File: config.mk
export PLATFORM = sky130hd
export DESIGN_NAME = motor_stop_sequencer
export DESIGN_NICKNAME = d
export VERILOG_FILES = /design/src/motor_stop_pkg.sv /design/src/interval_if.sv /design/src/interval_timer.sv /design/src/motor_stop_sequencer.sv
export SDC_FILE = /design/constraint.sdc
export NUM_CORES = 2
export LEC_CHECK = 0
export BUFFER_PORTS_ARGS = -buffer_cell sky130_fd_sc_hd__buf_2
export CAP_MARGIN = 20
export CORE_MARGIN = 2
export CORE_UTILIZATION = 55
export CTS_BUF_LIST = sky130_fd_sc_hd__clkbuf_8
export DETAILED_ROUTE_END_ITERATION = 10
export HOLD_SLACK_MARGIN = 0.02
export PLACE_DENSITY = 0.77
export RECOVER_POWER = 50
export SLEW_MARGIN = 20
export SYNTH_ARGS = -nofsm -noshare
export SYNTH_HDL_FRONTEND = slang
export SYNTH_SLANG_ARGS = --single-unit
File: constraint.sdc
create_clock -name clk_sys_in -period 8.68 [get_ports clk_sys_in]
set_input_delay 0 -clock clk_sys_in [delete_from_list [all_inputs] [get_ports clk_sys_in]]
set_output_delay 0 -clock clk_sys_in [all_outputs]
set_load 0.05 [all_outputs]
File: src/motor_stop_pkg.sv
/*
  Constants, register map and types for the motor stop sequencer.
  Assumes a 20 MHz control clock; all intervals count in 10 ms ticks.
*/
package motor_stop_pkg;
  localparam int          CLK_HZ      = 20_000_000;
  localparam int          TICK_MS     = 10;
  localparam int          TICK_CYC    = CLK_HZ / 1000 * TICK_MS;
  localparam int          ADDR_W      = 8;
  localparam int          DATA_W      = 32;
  localparam int          TIME_W      = 20;
  localparam int          FREQ_W      = 10;
  localparam int          ANA_W       = 12;
  // Register byte addresses
  localparam logic [7:0]  OFS_CTRL    = 8'h00;
  localparam logic [7:0]  OFS_MFI     = 8'h04;
  localparam logic [7:0]  OFS_ANA_FN  = 8'h08;
  localparam logic [7:0]  OFS_BRK_PCT = 8'h0c;
  localparam logic [7:0]  OFS_NOLOAD  = 8'h10;
  localparam logic [7:0]  OFS_START_T = 8'h14;
  localparam logic [7:0]  OFS_STOP_T  = 8'h18;
  localparam logic [7:0]  OFS_MIN_OFF = 8'h1c;
  localparam logic [7:0]  OFS_DECEL_T = 8'h20;
  localparam logic [7:0]  OFS_FAST_T  = 8'h24;
  localparam logic [7:0]  OFS_STATUS  = 8'h28;
  // Control register fields
  localparam int          CTRL_METH_LSB = 0;
  localparam int          CTRL_UNIT_BIT = 2;
  localparam int          CTRL_FLUX_BIT = 3;
  // Reset values
  localparam logic [1:0]  RST_METHOD  = 2'h0;
  localparam logic        RST_UNIT    = 1'b1;
  localparam logic [6:0]  RST_BRK_PCT = 7'h32;
  localparam logic [6:0]  RST_NOLOAD  = 7'h1e;
  localparam logic [15:0] RST_START_T = 16'h0000;
  localparam logic [15:0] RST_STOP_T  = 16'h0032;
  localparam logic [15:0] RST_MIN_OFF = 16'h0032;
  localparam logic [15:0] RST_RAMP_T  = 16'h0064;
  // Limits
  localparam logic [6:0]  PCT_MAX     = 7'h64;
  localparam logic [15:0] BRK_T_MAX   = 16'h03e8;
  localparam logic [15:0] RAMP_T_MAX  = 16'hea60;
  localparam logic [19:0] UNIT_TENTH  = 20'h0000a;
  // Input function codes
  localparam logic [7:0]  MFI_FAST_NO = 8'h0f;
  localparam logic [7:0]  MFI_FAST_NC = 8'h11;
  localparam logic [7:0]  MFI_DC_BRK  = 8'h3c;
  localparam logic [7:0]  ANA_FN_BRK  = 8'h06;
  localparam logic [7:0]  ANA_SCALE   = 8'h65;
  localparam logic [9:0]  FREQ_FLOOR  = 10'h066;

  typedef enum logic [1:0] {
    STOP_RAMP  = 2'b00,
    STOP_COAST = 2'b01,
    STOP_DCB   = 2'b10,
    STOP_TIMED = 2'b11
  } stop_method_t;

  typedef enum logic [3:0] {
    ST_IDLE      = 4'b0000,
    ST_START_BRK = 4'b0001,
    ST_RUN       = 4'b0010,
    ST_RAMP      = 4'b0011,
    ST_OFF_WAIT  = 4'b0100,
    ST_STOP_BRK  = 4'b0101,
    ST_COAST_LCK = 4'b0110,
    ST_EXT_BRK   = 4'b0111,
    ST_FAST      = 4'b1000,
    ST_FAST_HOLD = 4'b1001
  } state_t;
endpackage

File: src/interval_if.sv
/*
  Load/expiry link between the sequencer and its interval counter.
  Assumes one clock shared by both ends.
*/
`timescale 1ns/1ps
interface interval_if;
  import motor_stop_pkg::*;
  logic              load;
  logic [TIME_W-1:0] ticks;
  logic              expired;
  modport ctrl (output load, output ticks, input expired);
  modport cnt  (input load, input ticks, output expired);
endinterface

File: src/interval_timer.sv
/*
  Down-counter of 10 ms ticks with a cycle prescaler.
  Assumes load is a one-cycle pulse; expired is a level, valid the
  cycle after load.
*/
`timescale 1ns/1ps
module interval_timer
  import motor_stop_pkg::*;
#(
  parameter int TICK_CYCLES = TICK_CYC
) (
  input  wire logic clk_sys_in,
  input  wire logic rstn_in,
  interval_if.cnt   tmr
);
  logic [31:0]       pre;
  logic [TIME_W-1:0] cnt;

  always_ff @(posedge clk_sys_in or negedge rstn_in) begin
    if (!rstn_in) begin
      pre         <= 32'h0;
      cnt         <= '0;
      tmr.expired <= 1'b1;
    end else if (tmr.load) begin
      pre         <= 32'h0;
      cnt         <= tmr.ticks;
      tmr.expired <= (tmr.ticks == '0);
    end else if (cnt != '0) begin
      if (pre == 32'(TICK_CYCLES - 1)) begin
        pre <= 32'h0;
        cnt <= cnt - 1'b1;
        if (cnt == TIME_W'(1)) begin
          tmr.expired <= 1'b1;
        end
      end else begin
        pre <= pre + 32'h1;
      end
    end
  end
endmodule // interval_timer

File: src/motor_stop_sequencer.sv
/*
  Stop and DC brake sequencer of a motor drive, with register port.
  Assumes synchronous terminal inputs, output frequency as a fraction
  of maximum (1023 = max) and 12-bit analog inputs (full scale 10 V/20 mA).
*/
// The address map and the strobed register port were decided locally.
`timescale 1ns/1ps
module motor_stop_sequencer
  import motor_stop_pkg::*;
#(
  parameter int TICK_CYCLES = TICK_CYC
) (
  input  wire logic              clk_sys_in,
  input  wire logic              rstn_in,
  input  wire logic [ADDR_W-1:0] addr_in,
  input  wire logic [DATA_W-1:0] wdata_in,
  input  wire logic              wr_in,
  input  wire logic              rd_in,
  output logic      [DATA_W-1:0] rdata_out,
  input  wire logic              run_in,
  input  wire logic              jog_in,
  input  wire logic              mfi_in,
  input  wire logic [ANA_W-1:0]  analog2_in,
  input  wire logic [ANA_W-1:0]  analog3_in,
  input  wire logic [FREQ_W-1:0] out_freq_in,
  output logic                   drive_en_out,
  output logic                   dc_brake_out,
  output logic      [6:0]        brake_level_out,
  output logic                   ramp_down_out,
  output logic                   fast_stop_out,
  output logic                   run_locked_out
);
  interval_if tmr ();

  stop_method_t      method;
  stop_method_t      method_at_stop;
  logic              unit_sel;
  logic              flux_vec;
  logic [7:0]        mfi_sel;
  logic [7:0]        ana2_fn;
  logic [7:0]        ana3_fn;
  logic [6:0]        brk_pct;
  logic [6:0]        noload_pct;
  logic [15:0]       start_t;
  logic [15:0]       stop_t;
  logic [15:0]       min_off;
  logic [15:0]       decel_t;
  logic [15:0]       fast_t;
  logic [FREQ_W-1:0] freq_at_stop;
  state_t            state;
  state_t            next_state;
  logic              go;
  logic              fast_req;
  logic              dc_cmd;
  logic [6:0]        ana_pct;
  logic [6:0]        next_level;

  function automatic logic [15:0] clamp16(input logic [31:0] v, input logic [15:0] lim);
    return (v > {16'h0, lim}) ? lim : v[15:0];
  endfunction

  // Time unit select: 1 means 0.1 s steps, 0 means 0.01 s steps
  function automatic logic [TIME_W-1:0] to_ticks(input logic [15:0] raw, input logic unit);
    logic [TIME_W-1:0] t;
    t = TIME_W'(raw);
    return unit ? TIME_W'(t * UNIT_TENTH) : t;
  endfunction

  // Scale an interval by the output frequency fraction
  function automatic logic [TIME_W-1:0] fscale(input logic [TIME_W-1:0] t, input logic [FREQ_W-1:0] f);
    logic [TIME_W+FREQ_W-1:0] p;
    p = (TIME_W+FREQ_W)'(t) * (TIME_W+FREQ_W)'(f);
    return p[TIME_W+FREQ_W-1:FREQ_W];
  endfunction

  function automatic logic [6:0] ana_to_pct(input logic [ANA_W-1:0] a);
    logic [ANA_W+7:0] p;
    p = (ANA_W+8)'(a) * (ANA_W+8)'(ANA_SCALE);
    return p[ANA_W+6:ANA_W];
  endfunction

  ////////////////////////////////////////////////////////////////////////////
  // Terminal decode

  always_comb begin
    go       = run_in || jog_in;
    fast_req = ((mfi_sel == MFI_FAST_NO) && mfi_in) || ((mfi_sel == MFI_FAST_NC) && !mfi_in);
    dc_cmd   = (mfi_sel == MFI_DC_BRK) && mfi_in;
    if (ana2_fn == ANA_FN_BRK) begin
      ana_pct = ana_to_pct(analog2_in);
    end else begin
      ana_pct = ana_to_pct(analog3_in);
    end
  end

  ////////////////////////////////////////////////////////////////////////////
  // Register port

  always_ff @(posedge clk_sys_in or negedge rstn_in) begin
    if (!rstn_in) begin
      method     <= STOP_RAMP;
      unit_sel   <= RST_UNIT;
      flux_vec   <= 1'b0;
      mfi_sel    <= 8'h00;
      ana2_fn    <= 8'h00;
      ana3_fn    <= 8'h00;
      brk_pct    <= RST_BRK_PCT;
      noload_pct <= RST_NOLOAD;
      start_t    <= RST_START_T;
      stop_t     <= RST_STOP_T;
      min_off    <= RST_MIN_OFF;
      decel_t    <= RST_RAMP_T;
      fast_t     <= RST_RAMP_T;
    end else if (wr_in) begin
      unique case (addr_in)
        OFS_CTRL: begin
          method   <= stop_method_t'(wdata_in[CTRL_METH_LSB +: 2]);
          unit_sel <= wdata_in[CTRL_UNIT_BIT];
          flux_vec <= wdata_in[CTRL_FLUX_BIT];
        end
        OFS_MFI:     mfi_sel <= wdata_in[7:0];
        OFS_ANA_FN: begin
          ana2_fn <= wdata_in[7:0];
          ana3_fn <= wdata_in[15:8];
        end
        OFS_BRK_PCT: begin
          if (state == ST_IDLE) begin
            brk_pct <= 7'(clamp16(wdata_in, 16'(PCT_MAX)));
          end
        end
        OFS_NOLOAD:  noload_pct <= 7'(clamp16(wdata_in, 16'(PCT_MAX)));
        OFS_START_T: start_t <= clamp16(wdata_in, BRK_T_MAX);
        OFS_STOP_T:  stop_t  <= clamp16(wdata_in, BRK_T_MAX);
        OFS_MIN_OFF: min_off <= wdata_in[15:0];
        OFS_DECEL_T: decel_t <= clamp16(wdata_in, RAMP_T_MAX);
        OFS_FAST_T:  fast_t  <= clamp16(wdata_in, RAMP_T_MAX);
        default: ;
      endcase
    end
  end

  // Read data stand for exactly the cycle after the strobe
  always_ff @(posedge clk_sys_in or negedge rstn_in) begin
    if (!rstn_in) begin
      rdata_out <= '0;
    end else if (!rd_in) begin
      rdata_out <= '0;
    end else begin
      unique case (addr_in)
        OFS_CTRL:    rdata_out <= 32'({flux_vec, unit_sel, method});
        OFS_MFI:     rdata_out <= 32'(mfi_sel);
        OFS_ANA_FN:  rdata_out <= 32'({ana3_fn, ana2_fn});
        OFS_BRK_PCT: rdata_out <= 32'(brk_pct);
        OFS_NOLOAD:  rdata_out <= 32'(noload_pct);
        OFS_START_T: rdata_out <= 32'(start_t);
        OFS_STOP_T:  rdata_out <= 32'(stop_t);
        OFS_MIN_OFF: rdata_out <= 32'(min_off);
        OFS_DECEL_T: rdata_out <= 32'(decel_t);
        OFS_FAST_T:  rdata_out <= 32'(fast_t);
        OFS_STATUS:  rdata_out <= 32'({freq_at_stop, 4'h0, method_at_stop, 4'h0, state});
        default:     rdata_out <= '0;
      endcase
    end
  end

  ////////////////////////////////////////////////////////////////////////////
  // Sequencer

  always_comb begin
    next_state = state;
    tmr.load   = 1'b0;
    tmr.ticks  = '0;
    unique case (state)
      ST_IDLE, ST_EXT_BRK: begin
        // Fast-stop input still asserted keeps the drive from starting
        if (go && !fast_req) begin
          if (start_t != 16'h0) begin
            next_state = ST_START_BRK;
            tmr.load   = 1'b1;
            tmr.ticks  = TIME_W'(start_t);
          end else begin
            next_state = ST_RUN;
          end
        end else if (dc_cmd) begin
          next_state = ST_EXT_BRK;
        end else begin
          next_state = ST_IDLE;
        end
      end
      ST_START_BRK, ST_RUN, ST_RAMP: begin
        if (fast_req) begin
          next_state = ST_FAST;
          tmr.load   = 1'b1;
          tmr.ticks  = to_ticks(fast_t, unit_sel);
        end else if (state == ST_START_BRK) begin
          if (!go) begin
            next_state = ST_IDLE;
          end else if (tmr.expired) begin
            next_state = ST_RUN;
          end
        end else if (state == ST_RAMP) begin
          if (go) begin
            next_state = ST_RUN;
          end else if (tmr.expired) begin
            next_state = ST_IDLE;
          end
        end else if (!go) begin
          tmr.load = 1'b1;
          unique case (method)
            STOP_RAMP: begin
              next_state = ST_RAMP;
              tmr.ticks  = fscale(to_ticks(decel_t, unit_sel), out_freq_in);
            end
            STOP_COAST, STOP_DCB: begin
              next_state = ST_OFF_WAIT;
              tmr.ticks  = TIME_W'(min_off);
            end
            STOP_TIMED: begin
              next_state = ST_COAST_LCK;
              tmr.ticks  = fscale(to_ticks(decel_t, unit_sel), out_freq_in);
            end
          endcase
        end
      end
      ST_OFF_WAIT: begin
        // Run is not looked at until the interval is over
        if (tmr.expired) begin
          if (method_at_stop == STOP_DCB && stop_t != 16'h0) begin
            next_state = ST_STOP_BRK;
            tmr.load   = 1'b1;
            // Floor keeps a brake at low stop frequency from vanishing
            tmr.ticks  = fscale(TIME_W'(stop_t), (freq_at_stop < FREQ_FLOOR) ? FREQ_FLOOR : freq_at_stop);
          end else begin
            next_state = ST_IDLE;
          end
        end
      end
      ST_STOP_BRK, ST_COAST_LCK: begin
        if (tmr.expired) begin
          next_state = ST_IDLE;
        end
      end
      ST_FAST: begin
        if (tmr.expired) begin
          next_state = ST_FAST_HOLD;
        end
      end
      ST_FAST_HOLD: begin
        if (!go && !fast_req) begin
          next_state = ST_IDLE;
        end
      end
      default: next_state = ST_IDLE;
    endcase
  end

  always_ff @(posedge clk_sys_in or negedge rstn_in) begin
    if (!rstn_in) begin
      state <= ST_IDLE;
    end else begin
      state <= next_state;
    end
  end

  always_ff @(posedge clk_sys_in or negedge rstn_in) begin
    if (!rstn_in) begin
      freq_at_stop   <= '0;
      method_at_stop <= STOP_RAMP;
    end else if (state == ST_RUN && next_state != ST_RUN) begin
      freq_at_stop   <= out_freq_in;
      method_at_stop <= method;
    end
  end

  interval_timer #(
    .TICK_CYCLES (TICK_CYCLES)
  ) u_timer (
    .clk_sys_in (clk_sys_in),
    .rstn_in    (rstn_in),
    .tmr        (tmr.cnt)
  );

  ////////////////////////////////////////////////////////////////////////////
  // Outputs, registered from the next state

  always_comb begin
    if (next_state == ST_START_BRK && flux_vec) begin
      next_level = noload_pct;
    end else if (ana2_fn == ANA_FN_BRK || ana3_fn == ANA_FN_BRK) begin
      next_level = ana_pct;
    end else begin
      next_level = brk_pct;
    end
  end

  always_ff @(posedge clk_sys_in or negedge rstn_in) begin
    if (!rstn_in) begin
      drive_en_out    <= 1'b0;
      dc_brake_out    <= 1'b0;
      brake_level_out <= 7'h00;
      ramp_down_out   <= 1'b0;
      fast_stop_out   <= 1'b0;
      run_locked_out  <= 1'b0;
    end else begin
      drive_en_out    <= next_state inside {ST_RUN, ST_RAMP, ST_FAST};
      dc_brake_out    <= next_state inside {ST_START_BRK, ST_STOP_BRK, ST_EXT_BRK};
      brake_level_out <= next_level;
      ramp_down_out   <= next_state == ST_RAMP;
      fast_stop_out   <= next_state inside {ST_FAST, ST_FAST_HOLD};
      run_locked_out  <= next_state inside {ST_OFF_WAIT, ST_STOP_BRK, ST_COAST_LCK, ST_FAST_HOLD};
    end
  end
endmodule // motor_stop_sequencer

==> run summary <==
The run finished, with violations left. The checks that failed: capacitance limit, slew limit. Buffers inserted during clock tree synthesis total 39.

After the flow finishes, the layout carries non-filler instances totaling 3830. Detailed-route wire length: 82.71 mm. Summing the areas of all xor and xnor instances in the mapped netlist gives 2.171% of the synthesized area.

In this run the static leakage power is 14.76 nW. The min-delay analysis places its worst path in the category input port to register. Entering global routing, the biggest net connects 104 pins. The hold path startpoint was wdata_in[25]. The logs give 130.2 mm for the first-pass GRT wire length and 31.1% for the sequential group share of total power. The floorplan step defined a die boundary enclosing 50940 sq um. Total power for the finished layout comes to 4.309 mW. The basic-gate share of the synthesized area counting and, or, nand and nor cells was 18.78%; the relative area change from synthesis to final layout was 9.178%. The number of nets at the end of the flow is 3779. The tools report the number of antenna violations at the first check in global routing as 0.

The worst setup path is captured at a register. Instance count of the mapped netlist: 3023. The floorplan has 81 rows.

At the worst endpoint, the arrival time is 8.92 ns. Worst-case reg-to-reg path depth: 32. In this run the critical register-to-register path is launched from decel_t[2].

The most used flip-flop cell after synthesis is dfrtp_1. Including well taps, the total number of placed cells is 3728. The delay of the slowest cell on the worst path was 0.60 ns. The tools report the overall overflow remaining after global route as 0. The synthesized-area fraction occupied by ao, oa, aoi and oai cells is 13.58%. The detailed router's first-iteration violation count is 2203, and the post-layout minimum cycle time is 8.476 ns. Dominant combinational cell family by area after synthesis: adder cells. The overall routing resource usage is 32.85%. TritonCTS built the clock tree. The clock net in this run drives a total of 227 sinks. After synthesis the netlist holds a flip-flop and latch count of 227. Power per standard cell area: 146.0 nW/um^2. The worst register-to-register path ends at u_timer.cnt[13].

Dividing the detail-routed via count by the number of cells gives 6.164. On the final layout, the worst clock skew is 0.04692 ns. Actual transition at the worst max-transition pin: 5.768 ns.

In this run the vertical extent of the chip is 225.7 microns. The worst hold path depth works out to 5. Standard cell with the maximum stage delay on the critical path: dfstp_2. Dividing the detail-routed wire length by the instance count gives 21.59 microns.

For the detailed-route via count, the log shows 23607. Setup violations remaining at the end of the flow were counted as 0. The floorplan die width was 225.7 microns; the clock transition at the register clock pins on the worst setup and hold paths after CTS was 0.07 ns. The worst path uses 97.65% of the clock period. Counting distinct cell types in the post-synthesis netlist gives 93. The first-pass iteration count of the detailed router was 9; the synthesized-area fraction occupied by adder cells was 33.72%.

The share of synthesized flip-flops with an asynchronous set or reset is 100.0%, and the via count of the first global-routing pass is 23947. In the routed design, unresolved DRC markers number 0. The clock tree root driver cell is clkbuf_8. Path type of the worst setup path: register to register. The number of hold violations in the final report is 0. During placement, the flow inserted port buffers numbering 116.

For the effective utilization at floorplan, the log shows 55.46%. The tools report the internal reg-to-reg setup slack as 0.20 ns. The sequential share of the synthesized area came out at 21.11%.

The clock latency at the later pin of the worst-skew pair is 0.60 ns. The tools report the endpoint of the worst hold-timing path as decel_t[15]. In this run the number of H-tree levels came out at 2. The number of max-slew violations in the final report is 175, and the proportion of synthesized area in mux cells is 3.388%.

The switching fraction of total power works out to 44.87%. Across the run, the number of max-cap violations was 2. The HPWL after detailed placement was 63.20 mm. The run gives 60.55% as the final design utilization. The tools report the buffer levels on the longest clock path as 3. Fill cells in the final layout number 4102. The number of enable flip-flop cells after synthesis is 0, and the maximum frequency from static timing analysis is 118.0 MHz. STA classifies the critical path startpoint as a register. The net switching component of the power is 1.933 mW.

Once detail routing completed, the nets flagged for antenna violations numbered 0. The internal portion of the total power is 2.375 mW. In this run the worst setup path begins at decel_t[2].

The congestion estimate from routability-driven global placement came to 1.015. During synthesis, Yosys emitted a total of 0 warnings. In this run the tightest slew margin relative to its limit is -284.5%.

The critical-path maximum fanout works out to 6. The cell area after synthesis is 27030 sq um. Combinational logic is responsible for 46.2% of the overall power. Across the VDD grid, the largest voltage drop is 144.4 uV. In this run the standard cell core region covers 48750 sq um. The worst path required time was 9.12 ns; the I/O pin count was 125.

The mean post-synth cell area is 8.943 sq um, and the part of the total power dissipated in the clock network is 22.8%. Fraction of layout cells with a size suffix above 1: 10.65%.
## per-layer routing
layer  track usage, %  vias up  part of all wire, %
li1                 -    10477                    -
met1            42.04    11539                   39
met2            53.10     1305                   46
met3            6.531      286                  9.4
met4            16.64        0                  5.8
met5                0        -                    0
## power by group through the flow
stage          logic [mW]  registers, mW  clock network (mW)
5_1_grt              2.19           1.35                1.04
3_5_place_dp         1.94           1.35                   0
6_report             1.99           1.34               0.981
4_1_cts              1.95           1.33               0.987
3_3_place_gp         1.87           1.34                   0
2_1_floorplan        1.34           1.29                   0
## synthesized netlist by cell type, types with 20 or more instances
| library cell | instances | area share (%) |
|---|---|---|
| nand2_1 | 376 | 5.2 |
| inv_1 | 368 | 5.1 |
| ha_1 | 287 | 13 |
| fa_1 | 276 | 20 |
| dfrtp_1 | 206 | 19 |
| o21ai_0 | 171 | 3.2 |
| nor2_1 | 146 | 2.0 |
| clkbuf_1 | 107 | 1.5 |
| and2_1 | 106 | 2.5 |
| a21oi_1 | 97 | 1.8 |
| nor2b_1 | 79 | 1.8 |
| nand3_1 | 64 | 1.2 |
| mux2_2 | 63 | 2.6 |
| and3_1 | 53 | 1.2 |
| nor3_1 | 50 | 0.93 |
| a22oi_1 | 43 | 1.2 |
| xnor2_1 | 43 | 1.4 |
| nand2b_1 | 34 | 0.79 |
| a31oi_1 | 29 | 0.67 |
| a21o_1 | 26 | 0.72 |
| nand4_1 | 26 | 0.60 |
| nor4_1 | 26 | 0.60 |
| xor2_1 | 24 | 0.78 |
| dfstp_2 | 21 | 2.0 |
| a211oi_1 | 20 | 0.56 |
## how the worst max path moves through the flow
stage | to | slack [ns] | cells after the start
4_1_cts | u_timer.tmr.expired | 0.01 | 34
3_5_place_dp | u_timer.tmr.expired | -0.25 | 34
2_1_floorplan | u_timer.tmr.expired | 0.58 | 37
5_1_grt | u_timer.tmr.expired | -0.05 | 35
6_report | u_timer.cnt[13] | 0.20 | 32
3_3_place_gp | u_timer.tmr.expired | 0.14 | 33
## repair_timing
action                     4_1_cts  5_1_grt
hold buffers                    24        0
pin swaps                        5       19
gates resized for setup          9       44
setup endpoints to repair        6       13
buffers inserted                 1        5
hold endpoints to repair       231        0
## logic make-up (layout without fill, tap and decap cells)
logic type / Yosys count / count (layout)
multiplexers: 83 / 83
flip-flops: 227 / 227
other: 1 / 10
buffers and inverters: 503 / 637
XOR/XNOR: 67 / 67
AO/OA/AOI/OAI: 557 / 557
adder cells (fa/ha/maj): 563 / 563
AND/OR/NAND/NOR: 1022 / 1022
## layout make-up
| class | instances | area [sq um] | share of cell area (%) |
|---|---|---|---|
| multi-input cells | 2300 | 19630 | 66.51 |
| flip-flops and latches | 227 | 5707 | 19.33 |
| inverters | 369 | 1385 | 4.693 |
| repair buffers | 198 | 1189 | 4.027 |
| well taps | 664 | 830.8 | 2.815 |
| clock buffers | 47 | 646.9 | 2.192 |
| clock inverters | 23 | 122.6 | 0.4154 |
| diodes | 2 | 5.005 | 0.01696 |
## state kept, by name, summed over array words and instances (netlist names), 8 cells and up
signal / flops
stop_t: 16
ana3_fn: 8
ana2_fn: 8
start_t: 16
mfi_sel: 8
decel_t: 16
min_off: 16
freq_at_stop: 10
rdata_out: 24
u_timer.cnt: 20
fast_t: 16
u_timer.pre: 32
## critical path, delay by kind of cell, from the launching register on
family,cells,cell delay [ns]
flip-flops,1,0.60
AND/OR/NAND/NOR,2,0.55
XOR/XNOR,1,0.09
multiplexers,1,0.34
adder cells (fa/ha/maj),8,3.20
buffers and inverters,4,0.55
AO/OA/AOI/OAI,16,2.96
## per-stage QoR
stage / setup WS (ns) / hold WS, ns / TNS [ns] / cell area, sq um
after detailed placement: -0.2473 / 0.1188 / -0.5825 / 28310
final: 0.2043 / 0.03530 / 0 / 29520
after global routing: -0.05467 / 0.04689 / -0.1084 / 29510
after floorplan: 0.5781 / -0.2956 / 0 / 27060
after CTS: 0.01298 / 0.02134 / 0 / 29340
after global placement: 0.1402 / 0.1115 / 0 / 28310
## cell usage in the layout, fill, tap and decap left out, types with 49 or more instances in the layout
master	instances
and2_1	96
inv_1	376
ha_1	283
nand3_1	64
mux2_2	61
nor2b_1	78
buf_2	76
dfrtp_1	206
nor2_1	145
fa_1	275
nand2_1	376
and3_1	53
o21ai_0	165
buf_4	53
a21oi_1	92
nor3_1	49
Note: power is estimated with default switching activity, not from simulation.
